--- src/include/ccsr_pkg.sv ---
// constants for the cpu control/status register block
// assumes a single cpu clock and a 5-bit control-register move address
package ccsr_pkg;
	// ==================================================
	// move addresses
	localparam logic [4:0] CCSR_ADDR_AMC = 5'h00;
	localparam logic [4:0] CCSR_ADDR_CAS = 5'h01;
	localparam logic [4:0] CCSR_ADDR_IFR = 5'h02;
	localparam logic [4:0] CCSR_ADDR_ICL = 5'h03;
	localparam logic [4:0] CCSR_ADDR_IEM = 5'h04;
	// ==================================================
	// field positions
	localparam int CCSR_BK1_LSB   = 21;
	localparam int CCSR_BK0_LSB   = 16;
	localparam int CCSR_ID_LSB    = 24;
	localparam int CCSR_REV_LSB   = 16;
	localparam int CCSR_PD_LSB    = 10;
	localparam int CCSR_SAT_BIT   = 9;
	localparam int CCSR_EN_BIT    = 8;
	localparam int CCSR_PCC_LSB   = 5;
	localparam int CCSR_DCC_LSB   = 2;
	localparam int CCSR_PREVIOUS_GLOBAL_ENABLE_BIT  = 1;
	localparam int CCSR_GIE_BIT   = 0;
	localparam int CCSR_NONMASKABLE_ENABLE_BIT  = 1;
	localparam int CCSR_MI_LSB    = 4;
	localparam int CCSR_MI_N      = 12;
	localparam int CCSR_NREG      = 5;
	// ==================================================
	// encodings and reset values
	localparam logic [1:0] CCSR_MODE_LIN  = 2'h0;
	localparam logic [1:0] CCSR_MODE_BK0  = 2'h1;
	localparam logic [1:0] CCSR_MODE_BK1  = 2'h2;
	localparam logic [4:0] CCSR_BK_LINEAR = 5'h1F;
	localparam logic [5:0] CCSR_PD_NONE   = 6'h00;
	localparam logic [5:0] CCSR_PD1_EN    = 6'h09;
	localparam logic [5:0] CCSR_PD1_ANY   = 6'h11;
	localparam logic [5:0] CCSR_PD2       = 6'h1A;
	localparam logic [5:0] CCSR_PD3       = 6'h1C;
	localparam logic [2:0] CCSR_CACHE_A   = 3'h0;
	localparam logic [2:0] CCSR_CACHE_B   = 3'h2;
	localparam logic [31:0] CCSR_RST_ZERO = 32'h0000_0000;
	localparam logic [1:0] CCSR_RST_CSR_LO = 2'h0;
	typedef enum logic [1:0] {CCSR_PWR_RUN, CCSR_PWR_L1, CCSR_PWR_L2, CCSR_PWR_L3} ccsr_pwr_e;
endpackage

--- src/verilog/ccsr_amode_dec.sv ---
// address-mode decoder for one register: mode field plus block sizes
// assumes fields come straight from the address mode register
`timescale 1ns/1ps
module ccsr_amode_dec
	import ccsr_pkg::*;
(
	input  wire logic [1:0] i_mode,
	input  wire logic [4:0] i_bk0,
	input  wire logic [4:0] i_bk1,
	output logic            o_circ,
	output logic [5:0]      o_log2_size,
	output logic            o_reserved
);
	logic [4:0] bk;

	always_comb begin
		bk          = (i_mode == CCSR_MODE_BK1) ? i_bk1 : i_bk0;
		o_reserved  = (i_mode == 2'h3);
		// an all-ones code collapses to linear behaviour
		o_circ      = ((i_mode == CCSR_MODE_BK0) || (i_mode == CCSR_MODE_BK1))
			&& (bk != CCSR_BK_LINEAR);
		o_log2_size = {1'b0, bk} + 6'h01;
	end
endmodule

--- src/verilog/ccsr_regs.sv ---
// cpu control register bank: address mode, control/status, clear, enable
// assumes a control-register move port on the cpu clock; flags live outside
// What this block does
// - mode field: linear, circular bk0/bk1, reserved
// - mode fields at bits 1-0 to 9-8
// - block size two to power code plus one
// - all-ones block code acts linear
// - identity and revision fields are read-only
// - power code zero, 9h and 11h meanings
// - codes 1Ah, 1Ch deep power-down, reset exits
// - saturation set by unit, set wins
// - saturation sets two cycles after event
// - false-condition ops leave saturation alone
// - endian bit read-only, 1 is little
// - program cache codes 0 and 2h valid
// - data cache codes 0 and 2h valid
// - interrupt taken copies global into previous
// - global enable clear blocks maskable interrupts
// - writing one to clear bit clears flag
// - arriving interrupt beats same-cycle clear
// - clear visible to flag read two cycles later
// - set beats clear at same bit
// - per-interrupt enable gates processing
// - nonmaskable enable set-only, cleared by nmi
// - nonmaskable enable low blocks all nonreset
// - enable bit zero always reads one
// - move addresses 0,1,3,4 select registers
// - move access completes in first execute phase
`timescale 1ns/1ps
module ccsr_regs
	import ccsr_pkg::*;
#(
	parameter logic [7:0] PROC_ID  = 8'h5A, // arbitrary value
	parameter logic [7:0] SIL_REV  = 8'h01, // arbitrary value
	parameter int         NAREG    = 5
) (
	input  wire logic                 i_clk,
	input  wire logic                 i_nrst,
	input  wire logic                 i_little_endian,
	input  wire logic                 i_mv_wr,
	input  wire logic                 i_mv_rd,
	input  wire logic [4:0]           i_mv_addr,
	input  wire logic [31:0]          i_mv_wdata,
	output logic [31:0]               o_mv_rdata,
	input  wire logic                 i_sat_event,
	input  wire logic                 i_sat_cond,
	input  wire logic                 i_int_taken,
	input  wire logic                 i_nmi_taken,
	input  wire logic                 i_nrp_return,
	input  wire logic                 i_irp_return,
	input  wire logic [CCSR_MI_N-1:0] i_flag_set,
	input  wire logic [CCSR_MI_N-1:0] i_int_pend,
	input  wire logic                 i_nmi_pend,
	output logic [CCSR_MI_N-1:0]      o_flag_clear,
	output logic [CCSR_MI_N-1:0]      o_int_allow,
	output logic                      o_nmi_allow,
	output logic [NAREG-1:0]          o_circ,
	output logic [NAREG*6-1:0]        o_log2_size,
	output logic [NAREG-1:0]          o_mode_rsvd,
	output logic [5:0]                o_pd_code,
	output ccsr_pwr_e                 o_pwr_state,
	output logic                      o_pd_wake_any,
	output logic                      o_pcc_valid,
	output logic                      o_dcc_valid,
	output logic                      o_little_endian
);
	// ==================================================
	// state
	logic [2*NAREG-1:0]   amode_q, amode_d;
	logic [4:0]           bk0_q, bk0_d, bk1_q, bk1_d;
	logic [5:0]           pd_q, pd_d;
	logic                 sat_q, sat_d, sat_pend_q, sat_pend_d;
	logic [2:0]           pcc_q, pcc_d, dcc_q, dcc_d;
	logic                 previous_global_enable_q, previous_global_enable_d, gie_q, gie_d;
	logic [CCSR_MI_N-1:0] ien_q, ien_d, clr_q, clr_d;
	logic                 nonmaskable_enable_q, nonmaskable_enable_d;
	logic                 en_sync1_q, en_sync2_q, en_q;
	logic [31:0]          rdata_q, rdata_d;
	ccsr_pwr_e            pwr_q, pwr_d;
	logic                 wr_amc, wr_cas, wr_icl, wr_iem;

	assign wr_amc = i_mv_wr && (i_mv_addr == CCSR_ADDR_AMC);
	assign wr_cas = i_mv_wr && (i_mv_addr == CCSR_ADDR_CAS);
	assign wr_icl = i_mv_wr && (i_mv_addr == CCSR_ADDR_ICL);
	assign wr_iem = i_mv_wr && (i_mv_addr == CCSR_ADDR_IEM);

	// ==================================================
	// address decode per register
	genvar g;
	generate
		for (g = 0; g < NAREG; g++) begin : g_dec
			ccsr_amode_dec u_dec (
				.i_mode      (amode_q[2*g +: 2]),
				.i_bk0       (bk0_q),
				.i_bk1       (bk1_q),
				.o_circ      (o_circ[g]),
				.o_log2_size (o_log2_size[6*g +: 6]),
				.o_reserved  (o_mode_rsvd[g])
			);
		end
	endgenerate

	// ==================================================
	// next-state
	always_comb begin
		amode_d    = amode_q;
		bk0_d      = bk0_q;
		bk1_d      = bk1_q;
		pd_d       = pd_q;
		pcc_d      = pcc_q;
		dcc_d      = dcc_q;
		previous_global_enable_d     = previous_global_enable_q;
		gie_d      = gie_q;
		ien_d      = ien_q;
		nonmaskable_enable_d     = nonmaskable_enable_q;
		pwr_d      = pwr_q;
		if (wr_amc) begin
			amode_d = i_mv_wdata[2*NAREG-1:0];
			bk0_d   = i_mv_wdata[CCSR_BK0_LSB +: 5];
			bk1_d   = i_mv_wdata[CCSR_BK1_LSB +: 5];
		end
		if (wr_cas) begin
			pd_d   = i_mv_wdata[CCSR_PD_LSB +: 6];
			pcc_d  = i_mv_wdata[CCSR_PCC_LSB +: 3];
			dcc_d  = i_mv_wdata[CCSR_DCC_LSB +: 3];
			previous_global_enable_d = i_mv_wdata[CCSR_PREVIOUS_GLOBAL_ENABLE_BIT];
			gie_d  = i_mv_wdata[CCSR_GIE_BIT];
		end
		if (i_irp_return)
			gie_d = previous_global_enable_q;
		if (i_int_taken) begin
			previous_global_enable_d = gie_q;
			gie_d  = 1'b0;
		end
		if (wr_iem) begin
			ien_d = i_mv_wdata[CCSR_MI_LSB +: CCSR_MI_N];
			if (i_mv_wdata[CCSR_NONMASKABLE_ENABLE_BIT])
				nonmaskable_enable_d = 1'b1;
		end
		if (i_nrp_return)
			nonmaskable_enable_d = 1'b1;
		if (i_nmi_taken)
			nonmaskable_enable_d = 1'b0;
		// an interrupt wakes the core from the light level only
		unique case (pwr_q)
			CCSR_PWR_RUN: begin
				if (pd_d == CCSR_PD1_EN || pd_d == CCSR_PD1_ANY)
					pwr_d = CCSR_PWR_L1;
				else if (pd_d == CCSR_PD2)
					pwr_d = CCSR_PWR_L2;
				else if (pd_d == CCSR_PD3)
					pwr_d = CCSR_PWR_L3;
			end
			CCSR_PWR_L1: begin
				if ((pd_q == CCSR_PD1_ANY) ? ((|i_int_pend) || i_nmi_pend)
					: ((|o_int_allow) || o_nmi_allow)) begin
					pwr_d = CCSR_PWR_RUN;
					pd_d  = CCSR_PD_NONE;
				end
			end
			CCSR_PWR_L2: pwr_d = CCSR_PWR_L2;
			CCSR_PWR_L3: pwr_d = CCSR_PWR_L3;
		endcase
	end

	// saturation: set one cycle late, set wins over move clear
	always_comb begin
		sat_pend_d = i_sat_event && i_sat_cond;
		sat_d      = sat_q;
		if (wr_cas && !i_mv_wdata[CCSR_SAT_BIT])
			sat_d = 1'b0;
		if (sat_pend_q)
			sat_d = 1'b1;
	end

	// clear strobes reach the flag register one cycle after the move,
	// so the flag read sees it two cycles later; set and arrival win
	always_comb begin
		clr_d = wr_icl ? i_mv_wdata[CCSR_MI_LSB +: CCSR_MI_N] : '0;
	end
	assign o_flag_clear = clr_q & ~i_flag_set;

	// ==================================================
	// interrupt gating
	assign o_int_allow = i_int_pend & ien_q & {CCSR_MI_N{gie_q && nonmaskable_enable_q}};
	assign o_nmi_allow = i_nmi_pend && nonmaskable_enable_q;

	// ==================================================
	// read mux; reserved bits zero
	always_comb begin
		rdata_d = CCSR_RST_ZERO;
		if (i_mv_rd) begin
			unique case (i_mv_addr)
				CCSR_ADDR_AMC: begin
					rdata_d[2*NAREG-1:0]        = amode_q;
					rdata_d[CCSR_BK0_LSB +: 5]  = bk0_q;
					rdata_d[CCSR_BK1_LSB +: 5]  = bk1_q;
				end
				CCSR_ADDR_CAS: begin
					rdata_d[CCSR_ID_LSB +: 8]   = PROC_ID;
					rdata_d[CCSR_REV_LSB +: 8]  = SIL_REV;
					rdata_d[CCSR_PD_LSB +: 6]   = pd_q;
					rdata_d[CCSR_SAT_BIT]       = sat_q;
					rdata_d[CCSR_EN_BIT]        = en_q;
					rdata_d[CCSR_PCC_LSB +: 3]  = pcc_q;
					rdata_d[CCSR_DCC_LSB +: 3]  = dcc_q;
					rdata_d[CCSR_PREVIOUS_GLOBAL_ENABLE_BIT]      = previous_global_enable_q;
					rdata_d[CCSR_GIE_BIT]       = gie_q;
				end
				CCSR_ADDR_IEM: begin
					rdata_d[CCSR_MI_LSB +: CCSR_MI_N] = ien_q;
					rdata_d[CCSR_NONMASKABLE_ENABLE_BIT]      = nonmaskable_enable_q;
					rdata_d[0]                  = 1'b1;
				end
				default: rdata_d = CCSR_RST_ZERO;
			endcase
		end
	end

	// ==================================================
	// registers
	always_ff @(posedge i_clk or negedge i_nrst) begin
		if (!i_nrst) begin
			amode_q    <= '0;
			bk0_q      <= '0;
			bk1_q      <= '0;
			pd_q       <= CCSR_PD_NONE;
			sat_q      <= 1'b0;
			sat_pend_q <= 1'b0;
			pcc_q      <= CCSR_CACHE_A;
			dcc_q      <= CCSR_CACHE_A;
			previous_global_enable_q     <= 1'b0;
			gie_q      <= 1'b0;
			ien_q      <= '0;
			nonmaskable_enable_q     <= 1'b0;
			clr_q      <= '0;
			rdata_q    <= CCSR_RST_ZERO;
			pwr_q      <= CCSR_PWR_RUN;
			en_sync1_q <= 1'b0;
			en_sync2_q <= 1'b0;
			en_q       <= 1'b0;
		end else begin
			amode_q    <= amode_d;
			bk0_q      <= bk0_d;
			bk1_q      <= bk1_d;
			pd_q       <= pd_d;
			sat_q      <= sat_d;
			sat_pend_q <= sat_pend_d;
			pcc_q      <= pcc_d;
			dcc_q      <= dcc_d;
			previous_global_enable_q     <= previous_global_enable_d;
			gie_q      <= gie_d;
			ien_q      <= ien_d;
			nonmaskable_enable_q     <= nonmaskable_enable_d;
			clr_q      <= clr_d;
			rdata_q    <= rdata_d;
			pwr_q      <= pwr_d;
			// the endian strap is a pin, so it is synchronised
			en_sync1_q <= i_little_endian;
			en_sync2_q <= en_sync1_q;
			en_q       <= en_sync2_q;
		end
	end

	// ==================================================
	// outputs
	assign o_mv_rdata      = rdata_q;
	assign o_pd_code       = pd_q;
	assign o_pwr_state     = pwr_q;
	assign o_pd_wake_any   = (pd_q == CCSR_PD1_ANY);
	assign o_pcc_valid     = (pcc_q == CCSR_CACHE_A) || (pcc_q == CCSR_CACHE_B);
	assign o_dcc_valid     = (dcc_q == CCSR_CACHE_A) || (dcc_q == CCSR_CACHE_B);
	assign o_little_endian = en_q;

	// ==================================================
	// checks
	AST_SAT_LATE: assert property (@(posedge i_clk) disable iff (!i_nrst)
		(i_sat_event && i_sat_cond) |-> ##2 sat_q)
		else $error("saturation flag not set two edges after event");
	AST_SAT_FALSE: assert property (@(posedge i_clk) disable iff (!i_nrst)
		(!sat_q && !sat_pend_q && !(i_sat_event && i_sat_cond)) |=> !sat_q)
		else $error("saturation flag set without a true event");
	AST_CLR_DELAY: assert property (@(posedge i_clk) disable iff (!i_nrst)
		(wr_icl && i_mv_wdata[CCSR_MI_LSB]) |=> (clr_q[0]))
		else $error("clear strobe not issued one cycle after write");
	AST_SET_WINS: assert property (@(posedge i_clk) disable iff (!i_nrst)
		(i_flag_set != '0) |-> ((o_flag_clear & i_flag_set) == '0))
		else $error("clear issued to a bit being set");
	AST_GIE_BLOCK: assert property (@(posedge i_clk) disable iff (!i_nrst)
		!gie_q |-> (o_int_allow == '0))
		else $error("maskable interrupt allowed with global enable clear");
	AST_NONMASKABLE_ENABLE_BLOCK: assert property (@(posedge i_clk) disable iff (!i_nrst)
		!nonmaskable_enable_q |-> (o_int_allow == '0 && !o_nmi_allow))
		else $error("interrupt allowed with nonmaskable enable clear");
	AST_NONMASKABLE_ENABLE_STICKY: assert property (@(posedge i_clk) disable iff (!i_nrst)
		(nonmaskable_enable_q && !i_nmi_taken) |=> nonmaskable_enable_q)
		else $error("nonmaskable enable cleared without an nmi");
	AST_PREVIOUS_GLOBAL_ENABLE_COPY: assert property (@(posedge i_clk) disable iff (!i_nrst)
		i_int_taken |=> (previous_global_enable_q == $past(gie_q) && !gie_q))
		else $error("previous enable not copied on interrupt");
	AST_DEEP_PD: assert property (@(posedge i_clk) disable iff (!i_nrst)
		(pwr_q == CCSR_PWR_L3) |=> (pwr_q == CCSR_PWR_L3))
		else $error("deep power-down left without reset");
	AST_IER_BIT0: assert property (@(posedge i_clk) disable iff (!i_nrst)
		(i_mv_rd && i_mv_addr == CCSR_ADDR_IEM) |=> o_mv_rdata[0])
		else $error("enable register bit zero read as zero");
endmodule

--- config.mk ---
export PLATFORM = sky130hd
export DESIGN_NAME = ccsr_regs
export DESIGN_NICKNAME = d
export VERILOG_FILES = /design/src/include/ccsr_pkg.sv /design/src/verilog/ccsr_amode_dec.sv /design/src/verilog/ccsr_regs.sv
export SDC_FILE = /design/constraint.sdc
export NUM_CORES = 1
export LEC_CHECK = 0
export BUFFER_PORTS_ARGS = -buffer_cell sky130_fd_sc_hd__clkbuf_2
export CAP_MARGIN = 20
export CORE_UTILIZATION = 45
export CTS_BUF_LIST = sky130_fd_sc_hd__clkbuf_4 sky130_fd_sc_hd__clkbuf_8
export DETAILED_ROUTE_END_ITERATION = 16
export PLACE_DENSITY = 0.71
export SYNTH_ARGS = -nofsm -noshare
export SYNTH_HDL_FRONTEND = slang
export SYNTH_HIERARCHICAL = 1
export SYNTH_SLANG_ARGS = --single-unit
--- constraint.sdc ---
create_clock -name i_clk -period 2.3 [get_ports i_clk]
set_input_delay 0.23 -clock i_clk [delete_from_list [all_inputs] [get_ports i_clk]]
set_output_delay 0.23 -clock i_clk [all_outputs]
set_load 0.05 [all_outputs]
==> impl_metrics.json <==
{
  "startpoint_type": "flip-flop",
  "worstPathRequired_ps": 2070,
  "firstDrtPassIters": 4,
  "setup_ws_ps": 11.3,
  "drt_iter0_drc": 203,
  "die_h_um": 108,
  "area.growth.synth_to_final_pct": 40.2,
  "layout_commonest_cell": "clkbuf_2",
  "crit_path_end_kind": "output pin",
  "met1_usage": 0.304,
  "num_vias": 4084,
  "cts_tree": "done",
  "detailed_place_hpwl_um": 9430,
  "criticalPathCategory": "flip-flop to output pin",
  "port_buffers": 172,
  "synth.distinct_cells": 51,
  "power_density_nw_per_um2": 914,
  "critPathMaxFanout": 3,
  "clkTransAtPathRegs_ps": 90,
  "r2r_cells": 5,
  "ir_drop_mv": 0.597,
  "min_path_cells": 2,
  "grt_pass1_wl_um": 20200,
  "clock_sinks": 93,
  "antenna_found_initial": 1,
  "clockBufferDepth": 2,
  "async_flop_share": 1.00,
  "filler_cell_count": 823,
  "min_to": "gie_q$_DFFE_PN0P_",
  "wl_um": 13000,
  "drcViolationCount": 0,
  "clock_skew_ps": 7.15,
  "grt_use_met2": 0.367,
  "drive_gt1_frac": 0.549,
  "max_freq_mhz": 437,
  "setup_tns_ps": 0,
  "coreArea_um2": 10900,
  "worstMarginPinSlew_ps": 675,
  "final-setup-viol-count": 0,
  "rrSetupSlack_ps": 530,
  "ant_nets": 0,
  "use_met3": 0.0344,
  "clk_latency_ps": 350,
  "avgRoutedWirePerCell_um": 16.6,
  "netlist_area_um2": 5050,
  "ios": 182,
  "antenna_cells_inserted": 0,
  "hp-start": "i_int_taken",
  "multi_input_area_um2": 2910,
  "yosys-top-cells-area": "dfrtp_1 (46%), mux2_2 (9.8%), ha_1 (5.0%)",
  "synth_flop_cell": "dfrtp_1",
  "rsz0062_at_grt": "yes",
  "p_leak_nw": 3.49,
  "cp_data_arrival_time_ps": 2060,
  "ys_warn_count": 6,
  "grt_max_degree": 62,
  "r2r_end": "o_pd_code[4]$_DFF_PN0_",
  "gp_congestion": 0.842,
  "die-area_um2": 11700,
  "stdcell_count": 788,
  "mostFrequentLayoutCells": "clkbuf_2 (155), dfrtp_1 (89), nor2_1 (39), mux2_2 (39), buf_4 (35)",
  "grtUsageTotal": 0.229,
  "synth-seq-cells": 93,
  "overflow": 0,
  "rows": 38,
  "maxCapViolCount": 0,
  "grt-busiest-layer": "met2",
  "final.min_clock_period_ps": 2290,
  "place_inst": 750,
  "fp.dieW_um": 108,
  "finalHoldViolCount": 0,
  "fin_nets": 736,
  "avgSynthCellArea_um2": 11.4,
  "seq_area_frac_synth": 0.461,
  "synth_edf_count": 0,
  "status": "finished, final reports clean",
  "synthCells": 444,
  "slew_viol_final": 0,
  "htreeDepth": 3,
  "start_util": 0.464,
  "via_per_inst": 5.18,
  "synth.largest_area_cell": "dfrtp_1",
  "synth_top_area_frac": 0.461,
  "relSlewSlack": 0.549,
  "dp_slack_ps": 10.0,
  "numCtsBuffers": 9,
  "seqCellArea_um2": 2330,
  "fin_crit_sh": 0.995,
  "rr_startpoint": "nonmaskable_enable_q$_DFFE_PN0P_",
  "grt_pass1_vias": 3972,
  "root_buffer": "clkbuf_8",
  "worst_hold_path_type": "input port to flip-flop"
}
-- flip-flops by register name, summed over array words and instances, names as in the netlist, 2 cells and up --
register     flops
o_pd_code        6
bk1_q            5
clr_q           12
ien_q           12
o_mv_rdata      27
bk0_q            5
o_pwr_state      2
amode_q         10
dcc_q            3
pcc_q            3
-- layer usage --
layer | wire [um] | vias up
li1 | - | 1935
met1 | 5600 | 1971
met2 | 6340 | 139
met3 | 649 | 37
met4 | 436 | 2
met5 | 12 | -
-- worst max-delay path: stages (launching register included) --
cell	delay, ps
dfrtp_2	440
ha_4	190
mux2_4	320
ha_4	160
nor2b_2	160
ha_4	280
clkbuf_16	150
-- synth_stat cells (3+ instances only) --
library cell	n
a21o_1	3
a21oi_1	16
a22o_1	8
a22oi_1	6
a31oi_4	5
and2_1	22
and2_2	6
and2b_4	5
and4_4	5
buf_2	3
buf_4	7
buf_6	6
clkbuf_1	6
dfrtp_1	93
ha_1	20
inv_1	10
mux2_2	44
mux2_4	5
mux2i_1	17
nand2_1	22
nand3_1	4
nor2_1	44
nor2b_1	27
nor2b_2	5
nor4_1	4
o21ai_0	9
xnor2_1	7
xor2_1	6
-- metrics by stage --
| step | total power [mW] | util | cell area, um2 | hold slack, ps |
|---|---|---|---|---|
| after floorplan | 4.08 | - | 5280 | -65.6 |
| after global placement | 4.65 | 0.580 | 6320 | 188 |
| after detailed placement | 4.71 | 0.580 | 6320 | 190 |
| after CTS | 6.45 | 0.647 | 7050 | 30.9 |
| after global routing | 6.76 | 0.650 | 7080 | 42.9 |
| final | 6.47 | 0.650 | 7080 | 52.2 |
-- worst max-delay path by stage --
stage | slack (ps) | start | endpoint
final | 10 | amode_q[1]$_DFFE_PN0P_ | o_log2_size[4]
after floorplan | -4 | amode_q[2]$_DFFE_PN0P_ | o_circ[1]
after CTS | -10 | amode_q[7]$_DFFE_PN0P_ | o_circ[3]
after global routing | -80 | amode_q[2]$_DFFE_PN0P_ | o_log2_size[10]
after detailed placement | 10 | amode_q[2]$_DFFE_PN0P_ | o_log2_size[10]
after global placement | 70 | amode_q[2]$_DFFE_PN0P_ | o_log2_size[10]
-- area by class of cell --
cell class,count,share of cell area
multi-input cells,318,0.411
flip-flops and latches,93,0.330
repair buffers,211,0.194
well taps,140,0.0247
clock buffers,10,0.0186
clock inverters,6,0.0168
inverters,10,0.00530
-- repair_timing --
item	CTS	global route
buffers inserted	17	2
pin swaps	12	5
endpoints found under the setup margin	25	20
resized for setup	70	16
hold buffers	3	0
endpoints found under the hold margin	34	0
-- power breakdown --
| part | switching, mW | internal [mW] | total, mW |
|---|---|---|---|
| clock network | 0.574 | 0.748 | 1.32 |
| registers | 0.307 | 1.82 | 2.13 |
| logic | 1.79 | 1.23 | 3.02 |
| total | 2.67 | 3.80 | 6.47 |
-- cells by family (layout without fill, tap and decap cells) --
kind of cell             count (synthesis)  in the layout  share of synthesized area
multiplexers                            68             68                      0.152
XOR/XNOR                                13             13                     0.0225
other                                    1              3                   0.000743
AND/OR/NAND/NOR                        159            159                      0.186
adder cells (fa/ha/maj)                 20             20                     0.0496
buffers and inverters                   35            237                     0.0431
flip-flops                              93             93                      0.461
AO/OA/AOI/OAI                           55             55                     0.0860
(Power assumes the default switching activity.)
